## config.mk

```make
export PLATFORM = sky130hd
export DESIGN_NAME = uwc_top
export DESIGN_NICKNAME = d
export VERILOG_FILES = /design/src/core/uwc_pkg.sv /design/src/core/uwc_flag_if.sv /design/src/core/uwc_flag_bank.sv /design/src/core/uwc_top.sv
export VERILOG_INCLUDE_DIRS = /design/src /design/src/core
export SDC_FILE = /design/constraint.sdc
export NUM_CORES = 1
export LEC_CHECK = 0
export BUFFER_PORTS_ARGS = -buffer_cell sky130_fd_sc_hd__buf_4
export CAP_MARGIN = 20
export CORE_UTILIZATION = 25
export DETAILED_ROUTE_END_ITERATION = 12
export PLACE_DENSITY = 0.64
export RECOVER_POWER = 100
export SYNTH_ARGS = -nofsm -noshare
export SYNTH_HDL_FRONTEND = slang
export SYNTH_SLANG_ARGS = --single-unit
```

## constraint.sdc

```tcl
create_clock -name sys_clk -period 3.73 [get_ports sys_clk]
set_input_delay 0.373 -clock sys_clk [delete_from_list [all_inputs] [get_ports sys_clk]]
set_output_delay 0.373 -clock sys_clk [all_outputs]
set_load 0.01 [all_outputs]
```

## src/core/uwc_consts.svh

```systemverilog
// Offsets, field positions, reset values and widths of the UART write counter status block.
`ifndef UWC_CONSTS_SVH
`define UWC_CONSTS_SVH

// ==========================================================================
// Register offsets
`define UWC_ADDR_W        7
`define UWC_ADDR_STATUS   7'h01
`define UWC_ADDR_WRCNT    7'h02

// ==========================================================================
// Status field positions and reset values
`define UWC_BIT_RESET     0
`define UWC_BIT_DRV_ERR   1
`define UWC_BIT_PUMP_UV   2
`define UWC_NUM_FLAGS     3
`define UWC_STATUS_RST    3'h5
`define UWC_CNT_W         8
`define UWC_CNT_RST       8'h00
`define UWC_CNT_ONE       8'h01
`define UWC_CNT_MAX       8'hFF

`endif

```

## src/core/uwc_pkg.sv

```systemverilog
// Types shared by the UART write counter status block.
package uwc_pkg;

    typedef logic [7:0]  uwc_cnt_t;
    typedef logic [31:0] uwc_word_t;

    // Register selected by the current read or write.
    typedef enum logic [1:0] {
        UWC_SEL_NONE,
        UWC_SEL_STATUS,
        UWC_SEL_WRCNT
    } uwc_sel_e;

endpackage : uwc_pkg

```

## src/core/uwc_flag_if.sv

```systemverilog
// Interface between the status register logic and the sticky flag bank.
`timescale 1ns/10ps
`default_nettype none

interface uwc_flag_if #(
    parameter int N = 3
);
    logic [N-1:0] set;
    logic [N-1:0] clr;
    logic [N-1:0] flags;

    modport bank (input set, input clr, output flags);
    modport user (output set, output clr, input flags);
endinterface : uwc_flag_if

`default_nettype wire

```

## src/core/uwc_flag_bank.sv

```systemverilog
// Bank of sticky status flags: hardware sets, software clears by writing one.
`timescale 1ns/10ps
`default_nettype none

module uwc_flag_bank
    import uwc_pkg::*;
#(
    parameter int           N       = 3,
    parameter logic [N-1:0] RST_VAL = '0
) (
    input  wire logic sys_clk,  // System clock.
    input  wire logic rstn,     // Synchronous reset, active low.
    uwc_flag_if.bank  fl        // Set, clear and flag values.
);

    // A bank wider than one word could not be cleared by a single register write.
    if (N < 1 || N > 32) begin : g_bad_n
        $error("uwc_flag_bank: N must lie in 1..32");
    end

    logic [N-1:0] flag_q;
    logic [N-1:0] flag_d;

    // ======================================================================
    // Per-bit next value
    // A set in the same cycle as a clear wins, so an event is never lost.
    genvar i;
    generate
        for (i = 0; i < N; i++) begin : g_flag
            assign flag_d[i] = fl.set[i] | (flag_q[i] & ~fl.clr[i]);
        end
    endgenerate

    always_ff @(posedge sys_clk) begin
        if (!rstn) begin
            flag_q <= RST_VAL;
        end else begin
            flag_q <= flag_d;
        end
    end

    assign fl.flags = flag_q;
endmodule : uwc_flag_bank

`default_nettype wire

```

## src/core/uwc_top.sv

```systemverilog
// Global status flags and UART write counter register bank.
`timescale 1ns/10ps
`default_nettype none
`include "uwc_consts.svh"

module uwc_top
    import uwc_pkg::*;
(
    input  wire logic                   sys_clk,       // System clock, 100 MHz.
    input  wire logic                   rstn,          // Synchronous reset, active low.
    input  wire logic                   spi_mode,      // Pin level: SPI port in use.
    input  wire logic                   drv_fault,     // Power stage shut down on a fault.
    input  wire logic                   pump_uv,       // Charge pump undervoltage level.
    input  wire logic                   uart_wr_ok,    // Pulse: UART write frame ended.
    input  wire logic                   uart_wr_fail,  // Pulse: that frame was bad.
    input  wire logic                   reg_wr,        // Pulse: register write.
    input  wire logic                   reg_rd,        // Pulse: register read.
    input  wire logic [`UWC_ADDR_W-1:0] reg_addr,      // Register address.
    input  wire logic [31:0]            reg_wdata,     // Write data.
    output logic      [31:0]            reg_rdata,     // Read data, registered.
    output logic                        reg_rvalid,    // Pulse: read data valid.
    output logic                        reset_flag,    // Reset indication flag.
    output logic                        drv_err_flag,  // Driver error flag.
    output logic                        pump_undervoltage_flag // Pump undervoltage flag.
);

    // ======================================================================
    // Input synchronisers
    // Pin levels come from outside the clock domain and pass two flops.
    logic spi_meta_q;
    logic spi_sync_q;
    logic drv_meta_q;
    logic drv_sync_q;
    logic uv_meta_q;
    logic uv_sync_q;

    always_ff @(posedge sys_clk) begin
        if (!rstn) begin
            spi_meta_q <= 1'b0;
            spi_sync_q <= 1'b0;
            drv_meta_q <= 1'b0;
            drv_sync_q <= 1'b0;
            uv_meta_q  <= 1'b0;
            uv_sync_q  <= 1'b0;
        end else begin
            spi_meta_q <= spi_mode;
            spi_sync_q <= spi_meta_q;
            drv_meta_q <= drv_fault;
            drv_sync_q <= drv_meta_q;
            uv_meta_q  <= pump_uv;
            uv_sync_q  <= uv_meta_q;
        end
    end

    // ======================================================================
    // Address decode
    uwc_sel_e sel;

    always_comb begin
        case (reg_addr)
            `UWC_ADDR_STATUS: sel = UWC_SEL_STATUS;
            `UWC_ADDR_WRCNT:  sel = UWC_SEL_WRCNT;
            default:         sel = UWC_SEL_NONE;
        endcase
    end

    // ======================================================================
    // Status flags
    uwc_flag_if #(.N(`UWC_NUM_FLAGS)) flag_bus ();
    logic status_wr;

    assign status_wr = reg_wr && (sel == UWC_SEL_STATUS);

    always_comb begin
        flag_bus.set                   = '0;
        flag_bus.set[`UWC_BIT_DRV_ERR] = drv_sync_q;
        flag_bus.set[`UWC_BIT_PUMP_UV] = uv_sync_q;
        flag_bus.clr = status_wr ? reg_wdata[`UWC_NUM_FLAGS-1:0] : '0;
    end

    // The reset flag has reset value one, so every chip reset leaves it set.
    uwc_flag_bank #(
        .N       (`UWC_NUM_FLAGS),
        .RST_VAL (`UWC_STATUS_RST)
    ) u_flags (
        .sys_clk (sys_clk),
        .rstn    (rstn),
        .fl      (flag_bus)
    );

    assign reset_flag             = flag_bus.flags[`UWC_BIT_RESET];
    assign drv_err_flag           = flag_bus.flags[`UWC_BIT_DRV_ERR];
    assign pump_undervoltage_flag = flag_bus.flags[`UWC_BIT_PUMP_UV];

    // ======================================================================
    // UART write counter
    // Writes to the counter address are ignored: the register is read only.
    uwc_cnt_t cnt_q;
    uwc_cnt_t cnt_d;
    logic     cnt_inc;

    assign cnt_inc = uart_wr_ok && !uart_wr_fail && !spi_sync_q;

    always_comb begin
        cnt_d = cnt_q;
        if (cnt_inc) begin
            cnt_d = cnt_q + `UWC_CNT_ONE;
        end
    end

    always_ff @(posedge sys_clk) begin
        if (!rstn) begin
            cnt_q <= `UWC_CNT_RST;
        end else begin
            cnt_q <= cnt_d;
        end
    end

    // ======================================================================
    // Read path
    // Reads only sample state, so they carry no side effect on the counter.
    logic [31:0] rdata_q;
    logic [31:0] rdata_d;
    logic        rvalid_q;
    logic        rvalid_d;

    always_comb begin
        rvalid_d = reg_rd;
        rdata_d  = rdata_q;
        if (reg_rd) begin
            case (sel)
                UWC_SEL_STATUS: rdata_d = {29'h0, flag_bus.flags};
                UWC_SEL_WRCNT:  rdata_d = {24'h0, cnt_q};
                default:       rdata_d = 32'h0;
            endcase
        end
    end

    always_ff @(posedge sys_clk) begin
        if (!rstn) begin
            rdata_q  <= 32'h0;
            rvalid_q <= 1'b0;
        end else begin
            rdata_q  <= rdata_d;
            rvalid_q <= rvalid_d;
        end
    end

    assign reg_rdata  = rdata_q;
    assign reg_rvalid = rvalid_q;
endmodule : uwc_top

`default_nettype wire

```

Word level (Yosys, flattened, before mapping)
Index checks and enable logic that the tools add are counted.
Word-level totals
  memory bits (writable): 0
  bits in registers: 50
  bits in latches: 0
  memories kept: 0
  bits in read-only memories: 0
  output and inout port bits: 36
  word-level logic and storage cells: 31
Operators by class
  div/mod/pow operators: 0
  $lt $le $gt $ge: 0
  shift operators: 0
  multipliers: 0
  muxes and demuxes: 3
  eq/ne operators: 4
  bitwise operators: 8
  add/subtract/negate cells: 1
  reductions and logical operators: 5
Operator list (number)
  $pmux W8 S2: 1
  $add A8 B1 Y8 const B: 1
  $eq A7 B1 Y1 const B: 1
  $eq A7 B2 Y1 const B: 1
  $pmux W2 S2: 1
  $and A1 B1 Y1: 3
  $logic_and A1 B1 Y1: 3
  $mux W3: 1
  $not A1 Y1: 3
  $eq A2 B1 Y1 const B: 1
  $eq A2 B2 Y1 const B: 1
  $logic_not A1 Y1: 2
  $or A1 B1 Y1: 2

Longest topological paths before layout
Gate-level depths: netlist of the first run.
  word-level depth: 8
  depth in mapped cells: 8
  gate-level depth less buffers: 7

Modules after synthesis
A second synthesis of the first run with hierarchy kept.
Unflattened totals
  cells, all modules: 144
  area, all modules: 1283.7 um^2
By module, submodules not included
  uwc_top: seq. area each 460.4 um^2, times used 1, cells an instance 135, area each 1174.9 um^2
  uwc_flag_bank: seq. area each 60.1 um^2, times used 1, cells an instance 9, area each 108.9 um^2

Worst setup path after synthesis of the first run
No wires, ideal clock.
  kind: in2reg
  from: input port reg_addr[3]
  to: register rdata_q[2] (netlist: reg_rdata[2])
  setup time: 115 ps
  path slack: 2047 ps
  stages: 8
  required time: 3615 ps
  arrival: 1568 ps
  cells stage by stage: nor3_1 -> and2_1 -> nand3b_1 -> ha_1 -> clkbuf_1 -> a22oi_1 -> o22ai_1 -> and2_1
On the way
  longest elaborated chain between the ends: 4
  elaborated cells between the ends (all ways): 6
Ends and longest elaborated chain
  start: declaration: RTL line uwc_top.sv:18  | input wire logic [`UWC_ADDR_W-1:0] reg_addr,
  $eq A7 B2 Y1 or $eq A7 B1 Y1 (tied branches): RTL line uwc_top.sv:60  | case (reg_addr)
  $pmux W2 S2 (*): RTL line uwc_top.sv:60
  $eq A2 B2 Y1 or $eq A2 B1 Y1 (tied branches): RTL line uwc_top.sv:131  | case (sel)
  $pmux W8 S2 (*): RTL line uwc_top.sv:131
  end signal: assignment: RTL line uwc_top.sv:144  | rdata_q <= rdata_d;
  end: declaration: RTL line uwc_top.sv:122  | logic [31:0] rdata_q;
Every way passes the cells marked *; elsewhere a longest branch is shown, timed or not.
A chain may end at the register's enable or synchronous reset.

Worst setup path after layout of the first run
  from: input port reg_addr[3]
  to: register rdata_q[1] (netlist: reg_rdata[1])
Same word-level chain as after synthesis.

==> flow_summary.ini, run 1 <==
[status]
status = finished, final reports clean

[clock_tree]
hold_buffers = 0
cts_buffers = 3
clk_pin_slew_ns = 0.08
post_cts_buffers = 0
cts_resized = 0
cts_tree = yes
max-clock-path-buffers = 2
cts-root-buf = clkbuf_8
clk_latency_ns = 0.26
h-tree-depth = 1
cts_sinks = 26

[setup_path]
critPathRequiredTime_ns = 3.89
r2r_slack_ns = 2.19
cp-startpoint = reg_addr[3]
crit_cells = 8
crit_type = in2reg
worstPathArrival_ns = 1.78
r2r_start = spi_sync_q
path_cells = clkbuf_4 > nor3_1 > and2_1 > nand3b_1 > ha_1 > a22oi_1 > o22ai_1 > and2_1
reg2reg_to = cnt_q[6]
cp_num_buf_inv = 1
cpMaxStageDelayCell = ha_1
path_max_fanout = 8
rr_worst_depth = 3
crit_family = simple AND/OR/NAND/NOR gates
cp-endpoint = reg_rdata[1]
crit_path_frequent_cell = and2_1
cp-start-kind = primary input
critPathCaptureType = flip-flop
crit_path_max_incr_delay_ns = 0.30

[floorplanning]
die_w_um = 72.7
row_count = 25
ios = 84
fp.dieH_um = 72.7
initial_core_util_pct = 26.3
coreArea_um2 = 4750
die_area_um2 = 5290

[routing]
dr.pass1.iters = 4
wl_per_cell_um = 9.53
vias_per_cell = 4.02
drt_iter0_markers = 41
drt-total-wl_um = 2250
ant_nets = 0
vias = 949
drc = 0

[timing]
max_freq_mhz = 619
rsz0062_at_grt = no
finalMaxSlewViolations = 0
finalHoldViolCount = 0
fin_skew_ns = 0.00205
period_needed_ns = 1.61
setup_viol = 0
fin_hold_ws_ns = 0.312
tns_ns = 0
fin_crit_sh_pct = 43.3

[logic_synthesis]
synth_top_family_by_area = simple AND/OR/NAND/NOR gates
synthAdderAreaFrac_pct = 3.00
synth_seq_cells = 26
yosys.area_share.simple_pct = 25.0
synth_top_cell_area_share_pct = 41.6
synth_area_leaders = dfxtp_1 (42%), buf_4 (14%), and2_1 (5.5%)
syn_area_um2 = 1250
synth_compound_area_share_pct = 11.4
ys_types = 29
synth-xor-area-share_pct = 1.40
synth-seq-area-share_pct = 41.6
synthMuxAreaShare_pct = 0
avgSynthCellArea_um2 = 8.80
synthCells = 142
ys_warn_count = 0
yosysTopAreaCell = dfxtp_1

[cells_and_area]
stdcell_count = 236
most-common-layout-cells = dfxtp_1 (26), conb_1 (24), buf_4 (16)
syn_to_final_growth_pct = 15.0
nNetsFinal = 222
antenna_cells = 0
mostFrequentLayoutCell = dfxtp_1
final_layout_size_suffix_gt1_share_pct = 12.4
final_cell_area_um2 = 1440

[power_and_ir_drop]
p_total_uw = 483
p_per_area_nw_per_um2 = 336
clockPowerShare_pct = 31.4
p_int_uw = 374
p_leak_nw = 0.530
seq_power_share_pct = 59.3
power_switching_uw = 109
comb_power_share_pct = 9.3
peakVddDrop_uv = 152
sw_frac_of_total_pct = 22.5

[place]
placedCellCount = 233
gp_congestion = 0.713
post-dp-hpwl_um = 1730
portBuffers = 30
placed_area_um2 = 1450

[job]
drv_cap = 0

[global_route]
grt_overflow = 0
grt.total_usage_pct = 9.23
grt_pass1_vias = 869
grt_use_met2_pct = 15.4
use_met1_pct = 11.1
use_met3_pct = 3.45
busiest_layer = met2
antenna_found_initial = 0
grt_pass1_wl_um = 3780
grt_max_degree = 16

[hold_path]
min_path_cells = 2
hold_class = in2reg
## sequential cells by signal (all words and copies together), names as in the netlist
name / count
uv_meta_q: 1
reg_rvalid: 1
u_flags.fl.flags: 3
spi_sync_q: 1
uv_sync_q: 1
cnt_q: 8
drv_sync_q: 1
spi_meta_q: 1
drv_meta_q: 1
reg_rdata: 8
## power groups by stage
stage	Combinational (mW)	Clock [mW]	Sequential [mW]
CTS	0.0468	0.155	0.286
global placement	0.0462	0	0.293
finish	0.0451	0.151	0.286
global route	0.0515	0.167	0.287
floorplan	0.0445	0	0.293
detailed placement	0.0467	0	0.293
## worst min-delay path by stage
stage                   start             endpoint  slack [ns]
floorplan           uv_sync_q  u_flags.fl.flags[2]        0.39
global placement    uv_sync_q  u_flags.fl.flags[2]        0.39
detailed placement  uv_sync_q  u_flags.fl.flags[2]        0.41
CTS                 drv_fault           drv_meta_q        0.31
global route          pump_uv            uv_meta_q        0.31
finish                pump_uv            uv_meta_q        0.31
## layout make-up
class                           instances  area [um^2]
Clock buffer                            3         41.3
Sequential cell                        26          520
Timing Repair Buffer                   30          176
Inverter                                4         15.0
Multi-Input combinational cell        106          601
Fill cell                             533         3320
Tap cell                               67         83.8
## per-stage QoR
step / worst slack, ns / util [%]
final: 2.12 / 30.2
after global routing: 1.90 / 30.2
after CTS: 2.12 / 31.3
after detailed placement: 1.84 / 30.4
after global placement: 1.87 / 30.4
after floorplan: 2.05 / -
## kinds of logic after synthesis
logic type | Yosys count
and+or+nand+nor | 53
buffers and inverters | 33
DFF | 26
AOI/OAI and AO/OA | 24
adders and majority gates | 3
xor gates and xnor gates | 2
other | 1
## Yosys cell counts
cell type	count
dfxtp_1	26
buf_4	24
a21oi_1	12
and2_1	11
nand3_1	9
nand2_1	8
nand2b_1	6
inv_1	4
nor2_1	4
a22oi_1	3
clkbuf_1	3
ha_1	3
nor3b_1	3
o22ai_1	3
o31ai_1	3
or4_1	3
nand3b_1	2
o21ai_0	2
or3_1	2
xnor2_1	2
a211o_1	1
and4bb_2	1
buf_1	1
buf_2	1
conb_1	1
nand4_1	1
nand4bb_1	1
nor3_1	1
or3b_1	1
## per-layer routing
layer / vias to the layer above / share of wire (%)
li1: 496 / -
met1: 417 / 49
met2: 34 / 43
met3: 2 / 7.3
met4: 0 / 0.76
met5: - / 0
Power figures use the tool's default switching activity.
==> run 2, diff against run 1 <==
--- a/config.mk
+++ b/config.mk
@@ -6,11 +6,12 @@
 export SDC_FILE = /design/constraint.sdc
 export NUM_CORES = 1
 export LEC_CHECK = 0
+export ABC_AREA = 1
 export BUFFER_PORTS_ARGS = -buffer_cell sky130_fd_sc_hd__buf_4
 export CAP_MARGIN = 20
 export CORE_UTILIZATION = 25
 export DETAILED_ROUTE_END_ITERATION = 12
-export PLACE_DENSITY = 0.64
+export PLACE_DENSITY = 0.63
 export RECOVER_POWER = 100
 export SYNTH_ARGS = -nofsm -noshare
 export SYNTH_HDL_FRONTEND = slang
==> constraint.sdc (replaced) <==
create_clock -name sys_clk -period 1.5 [get_ports sys_clk]
set_input_delay 0.15 -clock sys_clk [delete_from_list [all_inputs] [get_ports sys_clk]]
set_output_delay 0.15 -clock sys_clk [all_outputs]
set_load 0.01 [all_outputs]
==> run 2 against run 1 <==
Effect of this change:
- setup slack worse by 1.9 ns
- clock skew up 0.0020 ns
- area after synthesis rose by 7.2%
- clock power grew to 3.1 times the previous value
- routed wire length grew 3.3%
- cell count grew 19%
- first-iteration DRC count fell by 12%
- utilization fell by 0.68 points
- cell area is 5.7% higher
- synthesized cell count up 27%
- combinational power increased to 2.5 times the previous value
- largest power group unchanged
- total power increased to 2.7 times the previous value
==> flow_summary.ini, run 2 <==
[status]
status = finished, final reports clean

[clock_tree]
cts-root-buf = clkbuf_8
post_cts_buffers = 0
clk_latency_ns = 0.28
clk_pin_slew_ns = 0.09
cts_sinks = 26
max-clock-path-buffers = 2
cts_buffers = 3
h-tree-depth = 1
cts_tree = yes
cts_resized = 0
hold_buffers = 0

[place]
post-dp-hpwl_um = 1770
gp_congestion = 0.738
placedCellCount = 276
portBuffers = 30

[job]
drv_cap = 0

[global_route]
grt_overflow = 0
busiest_layer = met2
grt_pass1_vias = 981
grt_use_met2_pct = 15.7
use_met1_pct = 10.9
grt.total_usage_pct = 9.20
antenna_found_initial = 0
grt_max_degree = 19
grt_pass1_wl_um = 4000
use_met3_pct = 1.61

[logic_synthesis]
ys_warn_count = 0
synth.most_common_cell = inv_1
syn_area_um2 = 1340
synthMuxAreaShare_pct = 0
synth-seq-area-share_pct = 38.8
synth_compound_area_share_pct = 11.1
synth_seq_cells = 26
synth-xor-area-share_pct = 0
synth_async_sr_flop_share_pct = 0
synth_top_family_by_area = buffers and inverters
yosysTopAreaCell = dfxtp_1
synthCells = 180
synthAdderAreaFrac_pct = 2.80
synth_common_cells = inv_1 (40), nand2_1 (31), dfxtp_1 (26), buf_4 (25), nor2_1 (14)
synth_area_leaders = dfxtp_1 (39%), buf_4 (14%), inv_1 (11%)
avgSynthCellArea_um2 = 7.44
ys_types = 21
synth-edff-count = 0
yosys.area_share.simple_pct = 20.3
synth_top_cell_area_share_pct = 38.8
synth_ff_type = dfxtp_1

[floorplanning]
fp.dieH_um = 75.2
initial_core_util_pct = 26.1
die_area_um2 = 5660
row_count = 26
die_w_um = 75.2
coreArea_um2 = 5140
ios = 84

[routing]
drt_iter0_markers = 36
drt-total-wl_um = 2320
wl_per_cell_um = 8.30
vias = 1060
ant_nets = 0
drc = 0
vias_per_cell = 3.79
dr.pass1.iters = 4

[timing]
finalHoldViolCount = 0
worst-slew-pin-transition_ns = 0.802
rsz0062_at_grt = no
period_needed_ns = 1.25
fin_crit_sh_pct = 83.1
max_freq_mhz = 803
tns_ns = 0
finalMaxSlewViolations = 0
setup_viol = 0
fin_skew_ns = 0.00405
relSlewSlack_pct = 46.5

[power_and_ir_drop]
p_total_mw = 1.29
p_leak_nw = 0.701
p_per_area_nw_per_um2 = 848
peakVddDrop_uv = 260

[cells_and_area]
final_core_util_pct = 29.6
mostFrequentLayoutCell = inv_1
antenna_cells = 0
stdcell_count = 280
most-common-layout-cells = inv_1 (40), nand2_1 (31), dfxtp_1 (26)
multi_input_area_um2 = 526
nNetsFinal = 262
syn_to_final_growth_pct = 13.4
fill_cells = 601
seq_area_um2 = 520
final_layout_size_suffix_gt1_share_pct = 13.3

[setup_path]
crit_type = reg2reg
worstPathArrival_ns = 1.43
cp-start-kind = flip-flop
critPathCaptureType = flip-flop
critPathRequiredTime_ns = 1.68
path_max_fanout = 10

[hold_path]
hold_class = in2reg
[run 2: cell types whose count changed in the layout (fill, tap and decap cells not counted), moves of 4 or more]
cell / before / now
a21oi_1: 12 / 4
and2_1: 7 / 0
o22ai_2: 0 / 5
nand2b_1: 6 / 0
and2_0: 4 / 0
inv_1: 4 / 40
nand2_1: 8 / 31
o21ai_0: 2 / 9
nor2_1: 4 / 15
[run 2: through the flow]
stage	setup WS (ns)	hold slack, ns	cell area, um^2
2_1_floorplan	0.226	0.248	1430
3_3_place_gp	-0.0137	0.331	1540
3_5_place_dp	-0.0622	0.335	1540
4_1_cts	0.243	0.0453	1590
5_1_grt	0.0203	0.0597	1520
6_report	0.254	0.0482	1520
[run 2: report_power, final]
group	switching [mW]	internal (mW)	leakage [nW]
logic	0.0707	0.0439	0.461
registers	0.00643	0.704	0.212
clock network	0.227	0.235	0.0288
total	0.304	0.983	0.701
[run 2: critical path, cell delays in order (launching register included)]
cell,delay [ns]
dfxtp_1,0.32
inv_1,0.05
nand3_1,0.26
nor2_1,0.30
nand3_1,0.10
nand2_1,0.07
nor2_1,0.05
[run 2: per-layer routing]
metal	share of wire [%]	vias to the layer above	routed length (um)
li1	-	557	-
met1	47	468	1090
met2	46	30	1070
met3	4.5	5	104
met4	2.4	0	56
met5	0	-	0
[run 2: layout make-up]
type	instances	area share (%)
flip-flops and latches	26	34.3
well taps	70	5.77
repair buffers	30	11.6
multi-input cells	109	34.6
inverters	41	10.1
clock buffers	4	3.62
[run 2: final timing paths]
| path | depth (start not counted) | endpoint | startpoint | slack (ns) |
|---|---|---|---|---|
| worst max register to register | 6 | cnt_q[7] | spi_sync_q | 0.25 |
| worst min register to register | 2 | u_flags.fl.flags[2] | uv_sync_q | 0.41 |
| worst min-delay path | 3 | spi_meta_q | spi_mode | 0.05 |
| worst max-delay path | 6 | cnt_q[7] | spi_sync_q | 0.25 |
[run 2: cells by family after synthesis]
family          Yosys count
compound gates           20
fa+ha+maj                 3
buf+inv                  68
flops                    26
other cells               1
simple gates             62
==> run 3, diff against run 2 <==
--- a/config.mk
+++ b/config.mk
@@ -11,7 +11,7 @@
 export CAP_MARGIN = 20
 export CORE_UTILIZATION = 25
 export DETAILED_ROUTE_END_ITERATION = 12
-export PLACE_DENSITY = 0.63
+export PLACE_DENSITY = 0.65
 export RECOVER_POWER = 100
 export SYNTH_ARGS = -nofsm -noshare
 export SYNTH_HDL_FRONTEND = slang
==> constraint.sdc (replaced) <==
create_clock -name sys_clk -period 1.1 [get_ports sys_clk]
set_input_delay 0.11 -clock sys_clk [delete_from_list [all_inputs] [get_ports sys_clk]]
set_output_delay 0.11 -clock sys_clk [all_outputs]
set_load 0.01 [all_outputs]
==> run 3 against run 2 <==
Effect of this change:
- worst hold slack got worse by 0.028 ns
- total power increased by 30%
- clock power rose by 12%
- setup slack worse by 0.19 ns
- critical path depth grew 4
- routed wire length up 3.1%
- die area stayed put
- sequential power rose by 36%
- clock skew decreased by 0.0029 ns
- via count is 0.85% lower
- sequential share of layout area fell by 2.1 points
- non-clock buffer count rose by 2
- critical path type is now in2reg
==> flow_summary.ini, run 3 (synthesis gave the netlist of run 2 again) <==
[clock_tree]
cts-root-buf = clkbuf_8
hold_buffers = 0
max-clock-path-buffers = 2
cts_sinks = 26
clk_latency_ns = 0.26
cts_tree = yes
clk_pin_slew_ns = 0.08
h-tree-depth = 1
cts_buffers = 3

[cells_and_area]
antenna_cells = 0
nNetsFinal = 264
final_layout_size_suffix_gt1_share_pct = 22.7
syn_to_final_growth_pct = 21.3
mostFrequentLayoutCell = inv_1
most-common-layout-cells = inv_1 (38), nand2_1 (29), conb_1 (24), dfxtp_1 (24), buf_4 (19)

[timing]
rsz0062_at_grt = yes
tns_ns = 0
finalMaxSlewViolations = 0
max_freq_mhz = 964
period_needed_ns = 1.04
fin_skew_ns = 0.00120
fin_crit_sh_pct = 94.3
finalHoldViolCount = 0
setup_viol = 0

[floorplanning]
fp.dieH_um = 75.2
ios = 84
die_w_um = 75.2
row_count = 26
coreArea_um2 = 5140
die_area_um2 = 5660
initial_core_util_pct = 26.1

[setup_path]
worstPathArrival_ns = 1.24
critPathCaptureType = flip-flop
cp-start-kind = primary input
path_max_fanout = 3
crit_type = in2reg
critPathRequiredTime_ns = 1.30

[global_route]
grt_pass1_vias = 907
grt_overflow = 0
antenna_found_initial = 0
grt_max_degree = 16
grt_pass1_wl_um = 3890
grt.total_usage_pct = 9.17

[job]
drv_cap = 0

[power_and_ir_drop]
p_leak_nw = 0.717
p_total_mw = 1.67
peakVddDrop_uv = 516
p_per_area_nw_per_um2 = 1030

[routing]
drt_iter0_markers = 18
ant_nets = 0
drc = 0
dr.pass1.iters = 4
drt-total-wl_um = 2400
wl_per_cell_um = 8.53
vias_per_cell = 3.74
vias = 1051

[place]
post-dp-hpwl_um = 1830
portBuffers = 30
gp_congestion = 0.707

[status]
status = finished, final reports clean

[hold_path]
hold_class = in2reg
## run 3: per-stage QoR
step | setup slack (ns) | cell area (um^2) | util, % | hold WS, ns | std cells
finish | 0.0626 | 1630 | 31.6 | 0.0197 | 281
global route | -0.00531 | 1630 | 31.6 | 0.0270 | 281
CTS | 0.00683 | 1620 | 31.5 | 0.0129 | 280
detailed placement | -0.269 | 1580 | 30.7 | 0.296 | 277
global placement | -0.221 | 1580 | 30.7 | 0.291 | 277
floorplan | -0.0297 | 1460 | - | 0.208 | 203
## run 3: critical path, cell delays in order
cell and delay, ns:
buf_4 0.12, nor2_4 0.09, inv_2 0.06, nor4_4 0.23, buf_4 0.17, ha_4 0.14
inv_2 0.04, o21ai_0 0.14, nand2_1 0.09, o21ai_2 0.06
## run 3: repair_timing
item,in CTS,in global routing
buffers inserted,0,1
setup endpoints to repair,0,7
endpoints found under the hold margin,0,0
resized for setup,0,12
## run 3: cell type report
type / count / area (um^2)
Multi-Input combinational cell: 109 / 628
Inverter: 41 / 154
Timing Repair Buffer: 32 / 191
Tap cell: 70 / 87.6
Fill cell: 589 / 3510
Sequential cell: 26 / 523
Clock buffer: 3 / 41.3
## run 3: worst paths after layout
path / start / end / slack (ns) / cells past startpoint
hold / removal: drv_fault / drv_meta_q / 0.02 / 3
hold reg to reg: uv_sync_q / u_flags.fl.flags[2] / 0.41 / 2
setup / recovery: reg_addr[3] / reg_rdata[2] / 0.06 / 10
setup reg to reg: cnt_q[2] / cnt_q[5] / 0.10 / 6
## run 3: where the power goes
part	internal (mW)	switching, mW	total (mW)
Combinational	0.0685	0.115	0.184
Sequential	0.961	0.00895	0.970
Clock	0.245	0.274	0.519
Total	1.27	0.398	1.67
## run 3: routing by layer
metal	wire length [um]	track usage [%]
met5	0	0
met2	1090	15.7
met1	1130	10.5
met4	36	3.70
met3	138	3.08
